File: src/sesb_pkg.sv
package sesb_pkg;

    localparam int unsigned REG_W     = 8;
    localparam int unsigned ADDR_W    = 8;
    localparam int unsigned NUM_REGS  = 4;
    localparam int unsigned NUM_SYNC  = 10;

    // Register offsets on the management port
    localparam logic [7:0] PIN_FAULT_OFS  = 8'h46;
    localparam logic [7:0] FAN_FAULT_OFS  = 8'h47;
    localparam logic [7:0] HOST_ZONE_OFS  = 8'h48;
    localparam logic [7:0] HOST_ANLG_OFS  = 8'h49;

    // Implemented bits; the rest are reserved and read zero
    localparam logic [7:0] PIN_FAULT_VALID = 8'hFF;
    localparam logic [7:0] FAN_FAULT_VALID = 8'h0F;
    localparam logic [7:0] HOST_ZONE_VALID = 8'h3F;
    localparam logic [7:0] HOST_ANLG_VALID = 8'hFF;

    localparam logic [7:0] FLAGS_RESET     = 8'h00;
    localparam logic [7:0] UNMAPPED_DATA   = 8'h00;

    // Pins idle high, regulator-hot idles low
    localparam logic [9:0] SYNC_RESET      = 10'h0FF;
    localparam int unsigned PIN_LO         = 0;
    localparam int unsigned HOT_LO         = 8;

    typedef enum logic [1:0] {
        SLP_AWAKE,
        SLP_LIGHT,
        SLP_SUSPEND,
        SLP_OFF
    } sesb_sleep_t;

    typedef struct packed {
        logic              wr;
        logic              rd;
        logic [ADDR_W-1:0] addr;
        logic [REG_W-1:0]  wdata;
    } sesb_req_t;

    // Optional sleep-state mask enables
    typedef struct packed {
        logic pin_light;
        logic pin_suspend;
        logic pin_off;
        logic fan_light;
        logic fan_suspend;
        logic zone_suspend;
        logic zone_off;
    } sesb_slp_mask_t;

endpackage

File: src/sesb_bank.sv
`timescale 1ns/1ps

// Operation
// Unmasked low general pin sets its flag
// Pin flags optionally masked in all sleeps
// Fan flag sets on slow tachometer; 7:4 reserved
// Fan flags optional S1/S3, always masked off
// Host summary set while any host flag set
// Throttle threshold flags never feed summary
// Host flags stay set after event ends
// Writing one clears; writing zero keeps flag
// Clear fails while condition still present
// Software reports sleep state; events masked accordingly
// Starred states mask only when enabled
// Zone 1/2 flags, optional suspend/off mask
// Zone 3/4 flags never sleep masked
// Regulator-hot flags, masked suspend/off; 7:6 reserved
// Analog limit flags, masked suspend/off
// Reserved bits zero; flags reset to zero
module sesb_bank (
    input  wire logic                     I_MCLK,
    input  wire logic                     I_RESETN,
    input  wire sesb_pkg::sesb_req_t      I_REG_REQ,
    input  wire logic [7:0]               I_GENERAL_PIN,
    input  wire logic [7:0]               I_PIN_FAULT_MASK,
    input  wire logic [1:0]               I_REGULATOR_HOT_INPUT,
    input  wire logic [3:0]               I_FAN_SLOW,
    input  wire logic [3:0]               I_ZONE_LIMIT,
    input  wire logic [7:0]               I_ANALOG_LIMIT,
    input  wire sesb_pkg::sesb_sleep_t    I_SLEEP_STATE,
    input  wire sesb_pkg::sesb_slp_mask_t I_SLEEP_MASK,
    output logic [7:0]                    O_REG_RDATA,
    output logic                          O_REG_RVALID,
    output logic                          O_HOST_ERR
);
    import sesb_pkg::*;

    // True when the current sleep state blocks an event class
    function automatic logic sleep_blocks(input sesb_sleep_t st,
                                          input logic in_light,
                                          input logic in_suspend,
                                          input logic in_off);
        logic blk;
        blk = 1'b0;
        case (st)
            SLP_LIGHT:   blk = in_light;
            SLP_SUSPEND: blk = in_suspend;
            SLP_OFF:     blk = in_off;
            default:     blk = 1'b0;
        endcase
        return blk;
    endfunction

    logic [NUM_SYNC-1:0] sync1_q;
    logic [NUM_SYNC-1:0] sync2_q;
    logic [NUM_SYNC-1:0] sync3_q;
    logic [NUM_SYNC-1:0] lvl_q;
    logic [NUM_SYNC-1:0] pin_raw;
    logic [7:0]          flag_q   [NUM_REGS];
    logic [7:0]          flag_d   [NUM_REGS];
    logic [7:0]          event_w  [NUM_REGS];
    logic [7:0]          clear_w  [NUM_REGS];
    logic [7:0]          valid_w  [NUM_REGS];
    logic [7:0]          offset_w [NUM_REGS];
    logic [7:0]          rdata_d;
    logic                pin_blk;
    logic                fan_blk;
    logic                zone_blk;
    logic                hot_blk;
    logic                host_err_d;

    assign pin_raw = {I_REGULATOR_HOT_INPUT, I_GENERAL_PIN};

    // Three-stage capture; a level counts once stages two and three agree
    always_ff @(posedge I_MCLK or negedge I_RESETN) begin
        if (!I_RESETN) begin
            sync1_q <= SYNC_RESET;
            sync2_q <= SYNC_RESET;
            sync3_q <= SYNC_RESET;
        end else begin
            sync1_q <= pin_raw;
            sync2_q <= sync1_q;
            sync3_q <= sync2_q;
        end
    end

    generate
        for (genvar s = 0; s < NUM_SYNC; s++) begin : g_lvl
            always_ff @(posedge I_MCLK or negedge I_RESETN) begin
                if (!I_RESETN) begin
                    lvl_q[s] <= SYNC_RESET[s];
                end else if (sync2_q[s] == sync3_q[s]) begin
                    lvl_q[s] <= sync3_q[s];
                end
            end
        end
    endgenerate

    // Sleep masking from the software-reported state
    assign pin_blk  = sleep_blocks(I_SLEEP_STATE, I_SLEEP_MASK.pin_light,
                                   I_SLEEP_MASK.pin_suspend,
                                   I_SLEEP_MASK.pin_off);
    assign fan_blk  = sleep_blocks(I_SLEEP_STATE, I_SLEEP_MASK.fan_light,
                                   I_SLEEP_MASK.fan_suspend,
                                   1'b1);
    assign zone_blk = sleep_blocks(I_SLEEP_STATE, 1'b0,
                                   I_SLEEP_MASK.zone_suspend,
                                   I_SLEEP_MASK.zone_off);
    assign hot_blk  = sleep_blocks(I_SLEEP_STATE, 1'b0, 1'b1, 1'b1);

    assign event_w[0] = ~lvl_q[PIN_LO +: 8] & ~I_PIN_FAULT_MASK
                        & {8{~pin_blk}};
    assign event_w[1] = {4'h0, I_FAN_SLOW & {4{~fan_blk}}};
    assign event_w[2] = {2'b00,
                         lvl_q[HOT_LO +: 2] & {2{~hot_blk}},
                         I_ZONE_LIMIT[3:2],
                         I_ZONE_LIMIT[1:0] & {2{~zone_blk}}};
    assign event_w[3] = I_ANALOG_LIMIT & {8{~hot_blk}};

    assign offset_w[0] = PIN_FAULT_OFS;
    assign offset_w[1] = FAN_FAULT_OFS;
    assign offset_w[2] = HOST_ZONE_OFS;
    assign offset_w[3] = HOST_ANLG_OFS;
    assign valid_w[0]  = PIN_FAULT_VALID;
    assign valid_w[1]  = FAN_FAULT_VALID;
    assign valid_w[2]  = HOST_ZONE_VALID;
    assign valid_w[3]  = HOST_ANLG_VALID;

    generate
        for (genvar r = 0; r < NUM_REGS; r++) begin : g_flag
            assign clear_w[r] = (I_REG_REQ.wr && I_REG_REQ.addr == offset_w[r])
                                ? I_REG_REQ.wdata : 8'h00;
            // Event term last, so a set in the clearing cycle wins
            assign flag_d[r] = ((flag_q[r] & ~clear_w[r]) | event_w[r])
                               & valid_w[r];
            always_ff @(posedge I_MCLK or negedge I_RESETN) begin
                if (!I_RESETN) begin
                    flag_q[r] <= FLAGS_RESET;
                end else begin
                    flag_q[r] <= flag_d[r];
                end
            end
        end
    endgenerate

    // Only the two host registers here; no throttle input reaches the summary
    assign host_err_d = (|flag_d[2]) | (|flag_d[3]);

    always_comb begin
        rdata_d = UNMAPPED_DATA;
        case (I_REG_REQ.addr)
            PIN_FAULT_OFS: rdata_d = flag_q[0];
            FAN_FAULT_OFS: rdata_d = flag_q[1];
            HOST_ZONE_OFS: rdata_d = flag_q[2];
            HOST_ANLG_OFS: rdata_d = flag_q[3];
            default:       rdata_d = UNMAPPED_DATA;
        endcase
    end

    always_ff @(posedge I_MCLK or negedge I_RESETN) begin
        if (!I_RESETN) begin
            O_REG_RDATA  <= UNMAPPED_DATA;
            O_REG_RVALID <= 1'b0;
            O_HOST_ERR   <= 1'b0;
        end else begin
            O_REG_RDATA  <= I_REG_REQ.rd ? rdata_d : UNMAPPED_DATA;
            O_REG_RVALID <= I_REG_REQ.rd;
            O_HOST_ERR   <= host_err_d;
        end
    end
endmodule

File: config.mk
export PLATFORM = sky130hd
export DESIGN_NAME = sesb_bank
export DESIGN_NICKNAME = d
export VERILOG_FILES = /design/src/sesb_pkg.sv /design/src/sesb_bank.sv
export SDC_FILE = /design/constraint.sdc
export NUM_CORES = 1
export LEC_CHECK = 0
export BUFFER_PORTS_ARGS = -buffer_cell sky130_fd_sc_hd__buf_2
export CORE_MARGIN = 3
export CORE_UTILIZATION = 50
export DETAILED_ROUTE_END_ITERATION = 7
export PLACE_DENSITY_LB_ADDON = 0.15
export SYNTH_ARGS = -nofsm -noshare
export SYNTH_HDL_FRONTEND = slang
export SYNTH_SLANG_ARGS = --single-unit
File: constraint.sdc
create_clock -name I_MCLK -period 4.7 [get_ports I_MCLK]
set_input_delay 0.47 -clock I_MCLK [delete_from_list [all_inputs] [get_ports I_MCLK]]
set_output_delay 0.47 -clock I_MCLK [all_outputs]
set_load 0.05 [all_outputs]
==> results.sh, run 1 <==
export IMPL_tritoncts="yes"
export IMPL_synth_cell_types=36
export IMPL_fin_nets=362
export IMPL_syn_to_final_growth_pct=21.7
export IMPL_regArea_um2=1940
export IMPL_antenna_left=0
export IMPL_place_congestion=0.869
export IMPL_reg2reg_slack_ns=2.85
export IMPL_layout_common_cells="72 x buf_2, 44 x dfrtp_1, 35 x nand2_1, 32 x dfstp_2"
export IMPL_p_leak_nw=1.49
export IMPL_place_area_um2=3290
export IMPL_dp_hpwl_um=4560
export IMPL_synth_seq_cells=76
export IMPL_final_common_cell="buf_2"
export IMPL_synth_compound_area_share_pct=14.1
export IMPL_cp_max_fo=6
export IMPL_rows=26
export IMPL_num_antenna_cells=0
export IMPL_synth_area_mux_share_pct=0.748
export IMPL_reg2reg_depth=5
export IMPL_finalInstanceArea_um2=3460
export IMPL_clk_root_buffer_cell="clkbuf_8"
export IMPL_finalSetupViolations=0
export IMPL_die_w_um=81.4
export IMPL_start_util_pct=53.6
export IMPL_outcome="finished clean"
export IMPL_grt_pass1_vias=2091
export IMPL_crit_type="in2reg"
export IMPL_hold_viol=0
export IMPL_ir_worst_vdd_mv=0.230
export IMPL_grt_max_degree=44
export IMPL_critPathRequiredTime_ns=4.90
export IMPL_use_met3_pct=7.98
export IMPL_fill_cells=416
export IMPL_grt_use_total_pct=21.0
export IMPL_drt_initial_drc_count=137
export IMPL_max_slew_margin_pct=38.6
export IMPL_post_route_min_period_ns=2.65
export IMPL_tightest_slew_ns=0.914
export IMPL_holdBufCountCts=0
export IMPL_maxCapViolCount=0
export IMPL_fp_dieArea_um2=6630
export IMPL_drive_above_1_share_pct=41.8
export IMPL_die_y_um=81.4
export IMPL_p_per_area_nw_per_um2=349
export IMPL_core_area_um2=5300
export IMPL_drt_vias_per_instance=5.49
export IMPL_gr_total_overflow=0
export IMPL_grt_busiest_layer="met2"
export IMPL_r2r_start="flag_q[9]"
export IMPL_grt_pass1_wl_um=10100
export IMPL_grt_use_met1_pct=28.4
export IMPL_synth_xor_area_share_pct=0
export IMPL_synth_adder_area_share_pct=3.52
export IMPL_yosys_area_share_simple_pct=11.9
export IMPL_worstHoldPathType="in2async"
export IMPL_grt_setup_unrepaired="false"
export IMPL_cts_buffers_inserted=9
export IMPL_fmax_ghz=0.377
export IMPL_drcViolationCount=0
export IMPL_synth_cells=218
export IMPL_cts_buffer_depth=2
export IMPL_cp_end_kind="register"
export IMPL_start_kind="primary input"
export IMPL_met2_usage_pct=31.7
export IMPL_wire_per_inst_um=16.6
export IMPL_synth_top_family_by_area="compound AO/OA/AOI/OAI gates"
export IMPL_syn_area_um2=2840
export IMPL_dr_pass1_iters=4
export IMPL_cts_htree_levels=3
export IMPL_finClkSkew_ns=0.00752
export IMPL_yosysWarnings=0
export IMPL_multiInputGateArea_um2=862
export IMPL_cts_setup_buffers=0
export IMPL_wirelength_um=6220
export IMPL_route_vias_total=2055
export IMPL_avgSynthCellArea_um2=13.0
export IMPL_cp_arrival_ns=2.86
export IMPL_antenna_found_initial=0
export IMPL_clock_latency_ns=0.35
export IMPL_io_pins=73
export IMPL_finalCritPeriodShare_pct=56.4
export IMPL_cp_startpoint="I_REG_REQ[13]"
export IMPL_rr_endpoint="O_HOST_ERR"
export IMPL_port_buffers=72
export IMPL_fin_tns_setup_ns=0
export IMPL_path_clk_slew_ns=0.07
export IMPL_clock_sinks=76
export IMPL_syn_nets=281
export IMPL_cts_resized=0
export IMPL_p_total_w=0.00121
export IMPL_final_max_slew_violation_count=0
export IMPL_synth_seq_area_share_pct=68.3
-- registers in the layout, indices dropped and copies added, names as in the netlist --
signal / cells
sync1_q: 10
O_REG_RDATA: 8
lvl_q: 10
sync2_q: 10
sync3_q: 10
flag_q: 26
O_HOST_ERR: 1
O_REG_RVALID: 1
-- synthesized netlist by cell type --
| master | count | share of area (%) |
|---|---|---|
| a2111oi_4 | 1 | 0.97 |
| a21o_1 | 1 | 0.26 |
| a21oi_1 | 12 | 2.1 |
| a221o_1 | 3 | 1.1 |
| a22o_1 | 7 | 2.2 |
| a22oi_1 | 12 | 3.2 |
| a2bb2oi_1 | 1 | 0.31 |
| a31oi_1 | 3 | 0.66 |
| a31oi_2 | 1 | 0.44 |
| and2_1 | 1 | 0.22 |
| buf_2 | 1 | 0.18 |
| clkbuf_1 | 3 | 0.40 |
| dfrtp_1 | 44 | 39 |
| dfstp_2 | 32 | 30 |
| inv_1 | 6 | 0.79 |
| maj3_1 | 10 | 3.5 |
| mux2_2 | 1 | 0.40 |
| mux2i_1 | 1 | 0.35 |
| nand2_1 | 35 | 4.6 |
| nand3_1 | 7 | 1.2 |
| nand3b_1 | 1 | 0.26 |
| nand4_1 | 1 | 0.22 |
| nand4b_1 | 1 | 0.31 |
| nor2_1 | 4 | 0.53 |
| nor2b_1 | 3 | 0.66 |
| nor3_1 | 4 | 0.70 |
| nor3_2 | 1 | 0.35 |
| nor3_4 | 1 | 0.57 |
| nor3b_1 | 3 | 0.79 |
| nor4b_1 | 1 | 0.31 |
| o21ai_0 | 4 | 0.70 |
| o21ai_1 | 1 | 0.18 |
| o31ai_1 | 8 | 2.1 |
| or3b_2 | 1 | 0.31 |
| or4b_1 | 1 | 0.35 |
| or4b_4 | 1 | 0.48 |
-- where the power goes --
group	total [W]	switching (W)	internal, W	leakage, nW
clock	0.000431	0.000225	0.000206	0.0907
combinational	0.0000750	0.0000438	0.0000311	0.607
sequential	0.000702	0.0000110	0.000691	0.790
-- logic make-up (layout without fill, tap and decap cells) --
family	after synthesis	in the layout
DFF	76	76
and+or+nand+nor	66	66
AOI/OAI and AO/OA	54	54
adders and majority gates	10	10
buffers and inverters	10	96
muxes	2	2
-- worst max path at each step --
| stage | end | slack, ns |
|---|---|---|
| 3_3_place_gp | O_HOST_ERR | 1.85 |
| 4_1_cts | O_HOST_ERR | 2.07 |
| 2_1_floorplan | O_HOST_ERR | 2.10 |
| 3_5_place_dp | O_HOST_ERR | 1.71 |
| 6_report | O_HOST_ERR | 2.05 |
| 5_1_grt | O_HOST_ERR | 2.01 |
-- metal layers --
metal,vias to the layer above,share of wire (%)
met1,988,43
li1,949,-
met3,13,10
met5,-,0
met4,0,1.9
met2,105,45
-- final cells by class --
class                           count  share of cell area [%]
Sequential cell                    76                    56.1
Multi-Input combinational cell    132                    24.9
Timing Repair Buffer               74                    10.8
Clock buffer                       12                    4.20
Tap cell                           70                    2.53
Clock inverter                      4                   0.723
Inverter                            6                   0.651
-- worst max-delay path: stages --
cell and delay (ns):
buf_2 0.10, or4b_1 0.67, nor3_4 0.39, a31oi_2 0.15, or4b_4 0.55, a2111oi_4 0.36
nand4b_1 0.16
-- through the flow --
stage,setup slack (ns),instances,utilization (%),hold WS [ns]
floorplan,2.10,218,-,0.174
global placement,1.85,358,62.0,0.333
detailed placement,1.71,358,62.0,0.337
CTS,2.07,374,65.2,0.181
global route,2.01,374,65.2,0.191
finish,2.05,374,65.2,0.157
No activity file was read; power rests on OpenSTA's default activity.
==> run 2: changes to the inputs <==
- clock period: 4.7 -> 2.6 ns (I/O delays scaled with it)
==> run 2 against run 1 <==
Utilization is 4.4 points higher. Routed wire length is 3.3% higher. Combinational power is 100% higher. Critical endpoint unchanged. Total power is 100% higher.
==> results.sh, run 2 (synthesis gave the netlist of run 1 again) <==
export IMPL_outcome="finished clean"
export IMPL_cts_resized=0
export IMPL_fp_dieArea_um2=6630
export IMPL_grt_max_degree=42
export IMPL_whs_path_depth=1
export IMPL_tritoncts="yes"
export IMPL_start_util_pct=53.6
export IMPL_cp_end_kind="register"
export IMPL_worstHoldPathType="in2reg"
export IMPL_regMostFlops="flag_q"
export IMPL_fin_util_pct=69.6
export IMPL_drt_vias_per_instance=5.28
export IMPL_grt_pass1_wl_um=10300
export IMPL_crit_type="in2reg"
export IMPL_drcViolationCount=0
export IMPL_rows=26
export IMPL_largest_register_ffs=26
export IMPL_cts_buffers_inserted=9
export IMPL_fin_tns_setup_ns=0
export IMPL_wirelength_um=6430
export IMPL_start_kind="primary input"
export IMPL_finalCritPeriodShare_pct=81.0
export IMPL_reg2reg_depth=5
export IMPL_syn_to_final_growth_pct=29.8
export IMPL_path_clk_slew_ns=0.07
export IMPL_post_route_min_period_ns=2.11
export IMPL_grt_pass1_vias=2064
export IMPL_grt_setup_unrepaired="false"
export IMPL_port_buffers=72
export IMPL_grt_use_total_pct=21.8
export IMPL_clock_latency_ns=0.35
export IMPL_die_y_um=81.4
export IMPL_cts_buffer_depth=2
export IMPL_rr_endpoint="O_HOST_ERR"
export IMPL_clk_root_buffer_cell="clkbuf_8"
export IMPL_cp_max_fo=2
export IMPL_hold_start="I_REG_REQ[16]"
export IMPL_maxCapViolCount=0
export IMPL_max_slew_margin_pct=45.3
export IMPL_reg2reg_slack_ns=0.84
export IMPL_layout_common_cells="72 x buf_2, 44 x dfrtp_1, 35 x nand2_1, 32 x dfstp_2"
export IMPL_crit_buf_inv=1
export IMPL_critPathMaxStageDelay_ns=0.59
export IMPL_finClkSkew_ns=0.00575
export IMPL_gr_total_overflow=0
export IMPL_core_area_um2=5300
export IMPL_dr_pass1_iters=6
export IMPL_final_max_slew_violation_count=0
export IMPL_antenna_found_initial=0
export IMPL_clock_sinks=76
export IMPL_drive_above_1_share_pct=41.9
export IMPL_ir_worst_vdd_mv=0.482
export IMPL_antenna_left=0
export IMPL_wire_per_inst_um=16.4
export IMPL_io_pins=73
export IMPL_drt_initial_drc_count=151
export IMPL_fmax_ghz=0.475
export IMPL_slowest_stage="or4b_1"
export IMPL_holdBufCountCts=10
export IMPL_cts_setup_buffers=0
export IMPL_finalSetupViolations=0
export IMPL_die_w_um=81.4
export IMPL_worstPathCellList="buf_2 -> or4b_1 -> nor3_4 -> a31oi_2 -> or4b_4 -> a2111oi_4 -> nand4b_1"
export IMPL_cp_arrival_ns=2.32
export IMPL_hold_viol=0
export IMPL_critPathRequiredTime_ns=2.82
export IMPL_p_per_area_nw_per_um2=661
export IMPL_num_antenna_cells=0
export IMPL_fin_nets=380
export IMPL_cts_htree_levels=3
export IMPL_p_leak_nw=1.60
export IMPL_route_vias_total=2070
export IMPL_tightest_slew_ns=0.815
export IMPL_min_to="O_REG_RVALID"
export IMPL_r2r_start="flag_q[9]"
export IMPL_dp_hpwl_um=4530
export IMPL_cpLargestDelayFamily="simple AND/OR/NAND/NOR gates"
export IMPL_place_congestion=0.870
export IMPL_final_common_cell="buf_2"
==> run 2: cell types whose count changed in the layout (fill, tap and decap cells not counted), sizes merged <==
cell and change:
dlygate4sd3 +11, clkbuf +1, buf +7, bufinv +1, clkinv -2
==> run 2: layout make-up <==
| class | count | area (um^2) |
|---|---|---|
| sequential | 76 | 1940 |
| clock inverter | 3 | 47.5 |
| timing repair buffer | 92 | 538 |
| clock buffer | 13 | 191 |
| tap | 70 | 87.6 |
| inverter | 6 | 22.5 |
| multi-input combinational | 132 | 862 |
| fill | 405 | 1610 |
==> run 2: per-layer routing <==
metal,wire [um],vias up,track usage (%)
met1,2780,981,29.3
met5,0,-,0
met4,91,0,5.57
li1,-,992,-
met2,2990,87,33.6
met3,573,10,8.20
==> run 2: report_power, final <==
| group | switching [W] | leakage, nW | internal [W] |
|---|---|---|---|
| Clock | 0.000428 | 0.121 | 0.000592 |
| Sequential | 0.0000203 | 0.790 | 0.00125 |
| Combinational | 0.0000825 | 0.689 | 0.0000688 |
==> run 2: worst max path at each step <==
stage | slack [ns] | depth (start not counted) | endpoint | from
after floorplan | 0.21 | 7 | O_HOST_ERR | I_REG_REQ[13]
after global placement | 0.18 | 7 | O_HOST_ERR | I_REG_REQ[13]
after detailed placement | 0.16 | 7 | O_HOST_ERR | I_REG_REQ[13]
after CTS | 0.51 | 7 | O_HOST_ERR | I_REG_REQ[13]
after global routing | 0.43 | 7 | O_HOST_ERR | I_REG_REQ[13]
final | 0.49 | 7 | O_HOST_ERR | I_REG_REQ[13]
==> run 2: per-stage QoR <==
step	power [W]	worst slack, ns	hold WS (ns)	cells	area (um^2)
3_3_place_gp	0.00142	0.184	0.319	365	3340
4_1_cts	0.00247	0.515	0.00252	391	3680
6_report	0.00244	0.494	0.0360	392	3690
3_5_place_dp	0.00143	0.162	0.321	365	3340
2_1_floorplan	0.00133	0.214	-0.0356	218	2840
5_1_grt	0.00255	0.435	0.00743	392	3690
==> run 3: changes to the inputs <==
- clock period: 2.6 -> 2.1 ns (I/O delays scaled with it)
==> run 3 against run 2 <==
Global-route usage up 0.27 points. Design area rose by 1.8%. Worst hold slack improved by 0.0048 ns. First-iteration DRC count grew 11%. Setup slack worse by 0.32 ns. Count of clock-buffer cells in the layout shrank 1. Total power increased by 17%. Utilization rose by 1.3 points. Via count up 7.2%. Largest power group unchanged.
==> results.sh, run 3 (synthesis gave the netlist of run 1 again) <==
export IMPL_cts_buffer_depth=2
export IMPL_drt_initial_drc_count=168
export IMPL_cp_arrival_ns=2.13
export IMPL_wire_per_inst_um=16.7
export IMPL_num_antenna_cells=0
export IMPL_cts_resized=0
export IMPL_fin_nets=390
export IMPL_grt_setup_unrepaired="false"
export IMPL_dp_hpwl_um=4860
export IMPL_crit_buf_inv=1
export IMPL_layout_common_cells="72 x buf_2, 44 x dfrtp_1, 35 x nand2_1, 32 x dfstp_2, 17 x buf_4"
export IMPL_fin_ws_ns=0.171
export IMPL_wirelength_um=6700
export IMPL_die_w_um=81.4
export IMPL_p_per_area_nw_per_um2=762
export IMPL_route_vias_total=2220
export IMPL_final_max_slew_violation_count=0
export IMPL_worstPathCellList="buf_2 -> or4b_4 -> nor3_4 -> a31oi_2 -> or4b_4 -> a2111oi_4 -> nand4b_1"
export IMPL_grt_max_degree=77
export IMPL_tightest_slew_ns=0.531
export IMPL_path_clk_slew_ns=0.07
export IMPL_post_place_ws_ns=-0.180
export IMPL_crit_type="in2reg"
export IMPL_start_kind="primary input"
export IMPL_final_common_cell="buf_2"
export IMPL_grt_use_total_pct=22.1
export IMPL_p_leak_nw=1.65
export IMPL_ir_worst_vdd_mv=0.586
export IMPL_clock_latency_ns=0.35
export IMPL_fmax_ghz=0.518
export IMPL_place_congestion=0.864
export IMPL_finalInstanceArea_um2=3760
export IMPL_worst_path_most_repeated_cell="or4b_4"
export IMPL_drt_vias_per_instance=5.52
export IMPL_cts_buffers_inserted=9
export IMPL_antenna_found_initial=0
export IMPL_grt_pass1_wl_um=10600
export IMPL_tritoncts="yes"
export IMPL_max_slew_margin_pct=64.2
export IMPL_drive_above_1_share_pct=43.7
export IMPL_cts_htree_levels=3
export IMPL_cp_end_kind="register"
export IMPL_die_y_um=81.4
export IMPL_grt_pass1_vias=2287
export IMPL_fin_util_pct=70.9
export IMPL_outcome="finished clean"
export IMPL_gr_total_overflow=0
export IMPL_slowest_stage="or4b_4"
export IMPL_syn_to_final_growth_pct=32.2
export IMPL_rows=26
export IMPL_finalCritPeriodShare_pct=91.9
export IMPL_post_route_min_period_ns=1.93
export IMPL_whs_ns=0.0408
export IMPL_largest_register_ffs=26
export IMPL_cpLargestDelayFamily="simple AND/OR/NAND/NOR gates"
export IMPL_worstHoldPathType="in2reg"
export IMPL_fp_dieArea_um2=6630
export IMPL_critPathMaxStageDelay_ns=0.58
export IMPL_dr_pass1_iters=4
export IMPL_place_area_um2=3430
export IMPL_clk_root_buffer_cell="clkbuf_8"
export IMPL_io_pins=73
export IMPL_regMostFlops="flag_q"
export IMPL_critPathRequiredTime_ns=2.30
export IMPL_fill_cells=385
export IMPL_antenna_left=0
export IMPL_port_buffers=72
export IMPL_drcViolationCount=0
export IMPL_finalSetupViolations=0
export IMPL_core_area_um2=5300
export IMPL_clock_sinks=76
export IMPL_start_util_pct=53.6
export IMPL_finClkSkew_ns=0.00532
export IMPL_hold_viol=0
export IMPL_cp_max_fo=3
export IMPL_maxCapViolCount=0
[run 3: metrics by stage]
stage,total power [W],instances,setup TNS (ns)
after floorplan,0.00165,218,-0.460
after global placement,0.00178,374,-0.0746
after detailed placement,0.00179,374,-0.180
after CTS,0.00290,402,0
after global routing,0.00299,402,0
final,0.00286,402,0
[run 3: timing repair]
| item | CTS | global route |
|---|---|---|
| hold buffers | 12 | 0 |
| endpoints found under the hold margin | 55 | 0 |
| setup buffers | 0 | 0 |
[run 3: cell type report]
cell class              count  area (um^2)  area share, %
clock buffers              12          178           4.73
well taps                  70         87.6           2.33
multi-input cells         132          872           23.2
flip-flops and latches     76         1940           51.7
clock inverters             4         27.5          0.733
inverters                   6         22.5          0.599
repair buffers            102          628           16.7
[run 3: worst paths after layout]
path | to | from | cells past startpoint | slack, ns
setup / recovery | O_HOST_ERR | I_REG_REQ[13] | 7 | 0.17
hold / removal | flag_q[27] | I_PIN_FAULT_MASK[3] | 2 | 0.04
setup reg to reg | O_HOST_ERR | flag_q[9] | 5 | 0.42
hold reg to reg | sync2_q[8] | sync1_q[8] | 0 | 0.35
max in group asynchronous | sync1_q[4] | I_RESETN | 3 | 1.32
min in group asynchronous | O_REG_RDATA[2] | I_RESETN | 3 | 0.42
[run 3: per-layer routing]
layer	track usage (%)	part of all wire [%]	wire length (um)	up-vias
li1	-	-	-	1009
met3	7.10	8.4	564	14
met1	27.1	41	2720	1096
met5	0	0	0	-
met2	36.3	49	3270	101
met4	8.78	2.1	139	0
[run 3: power breakdown]
part	internal (W)	switching, W	total [W]
Sequential	0.00155	0.0000250	0.00157
Clock	0.000575	0.000514	0.00109
Combinational	0.0000968	0.000107	0.000204
Total	0.00222	0.000646	0.00286
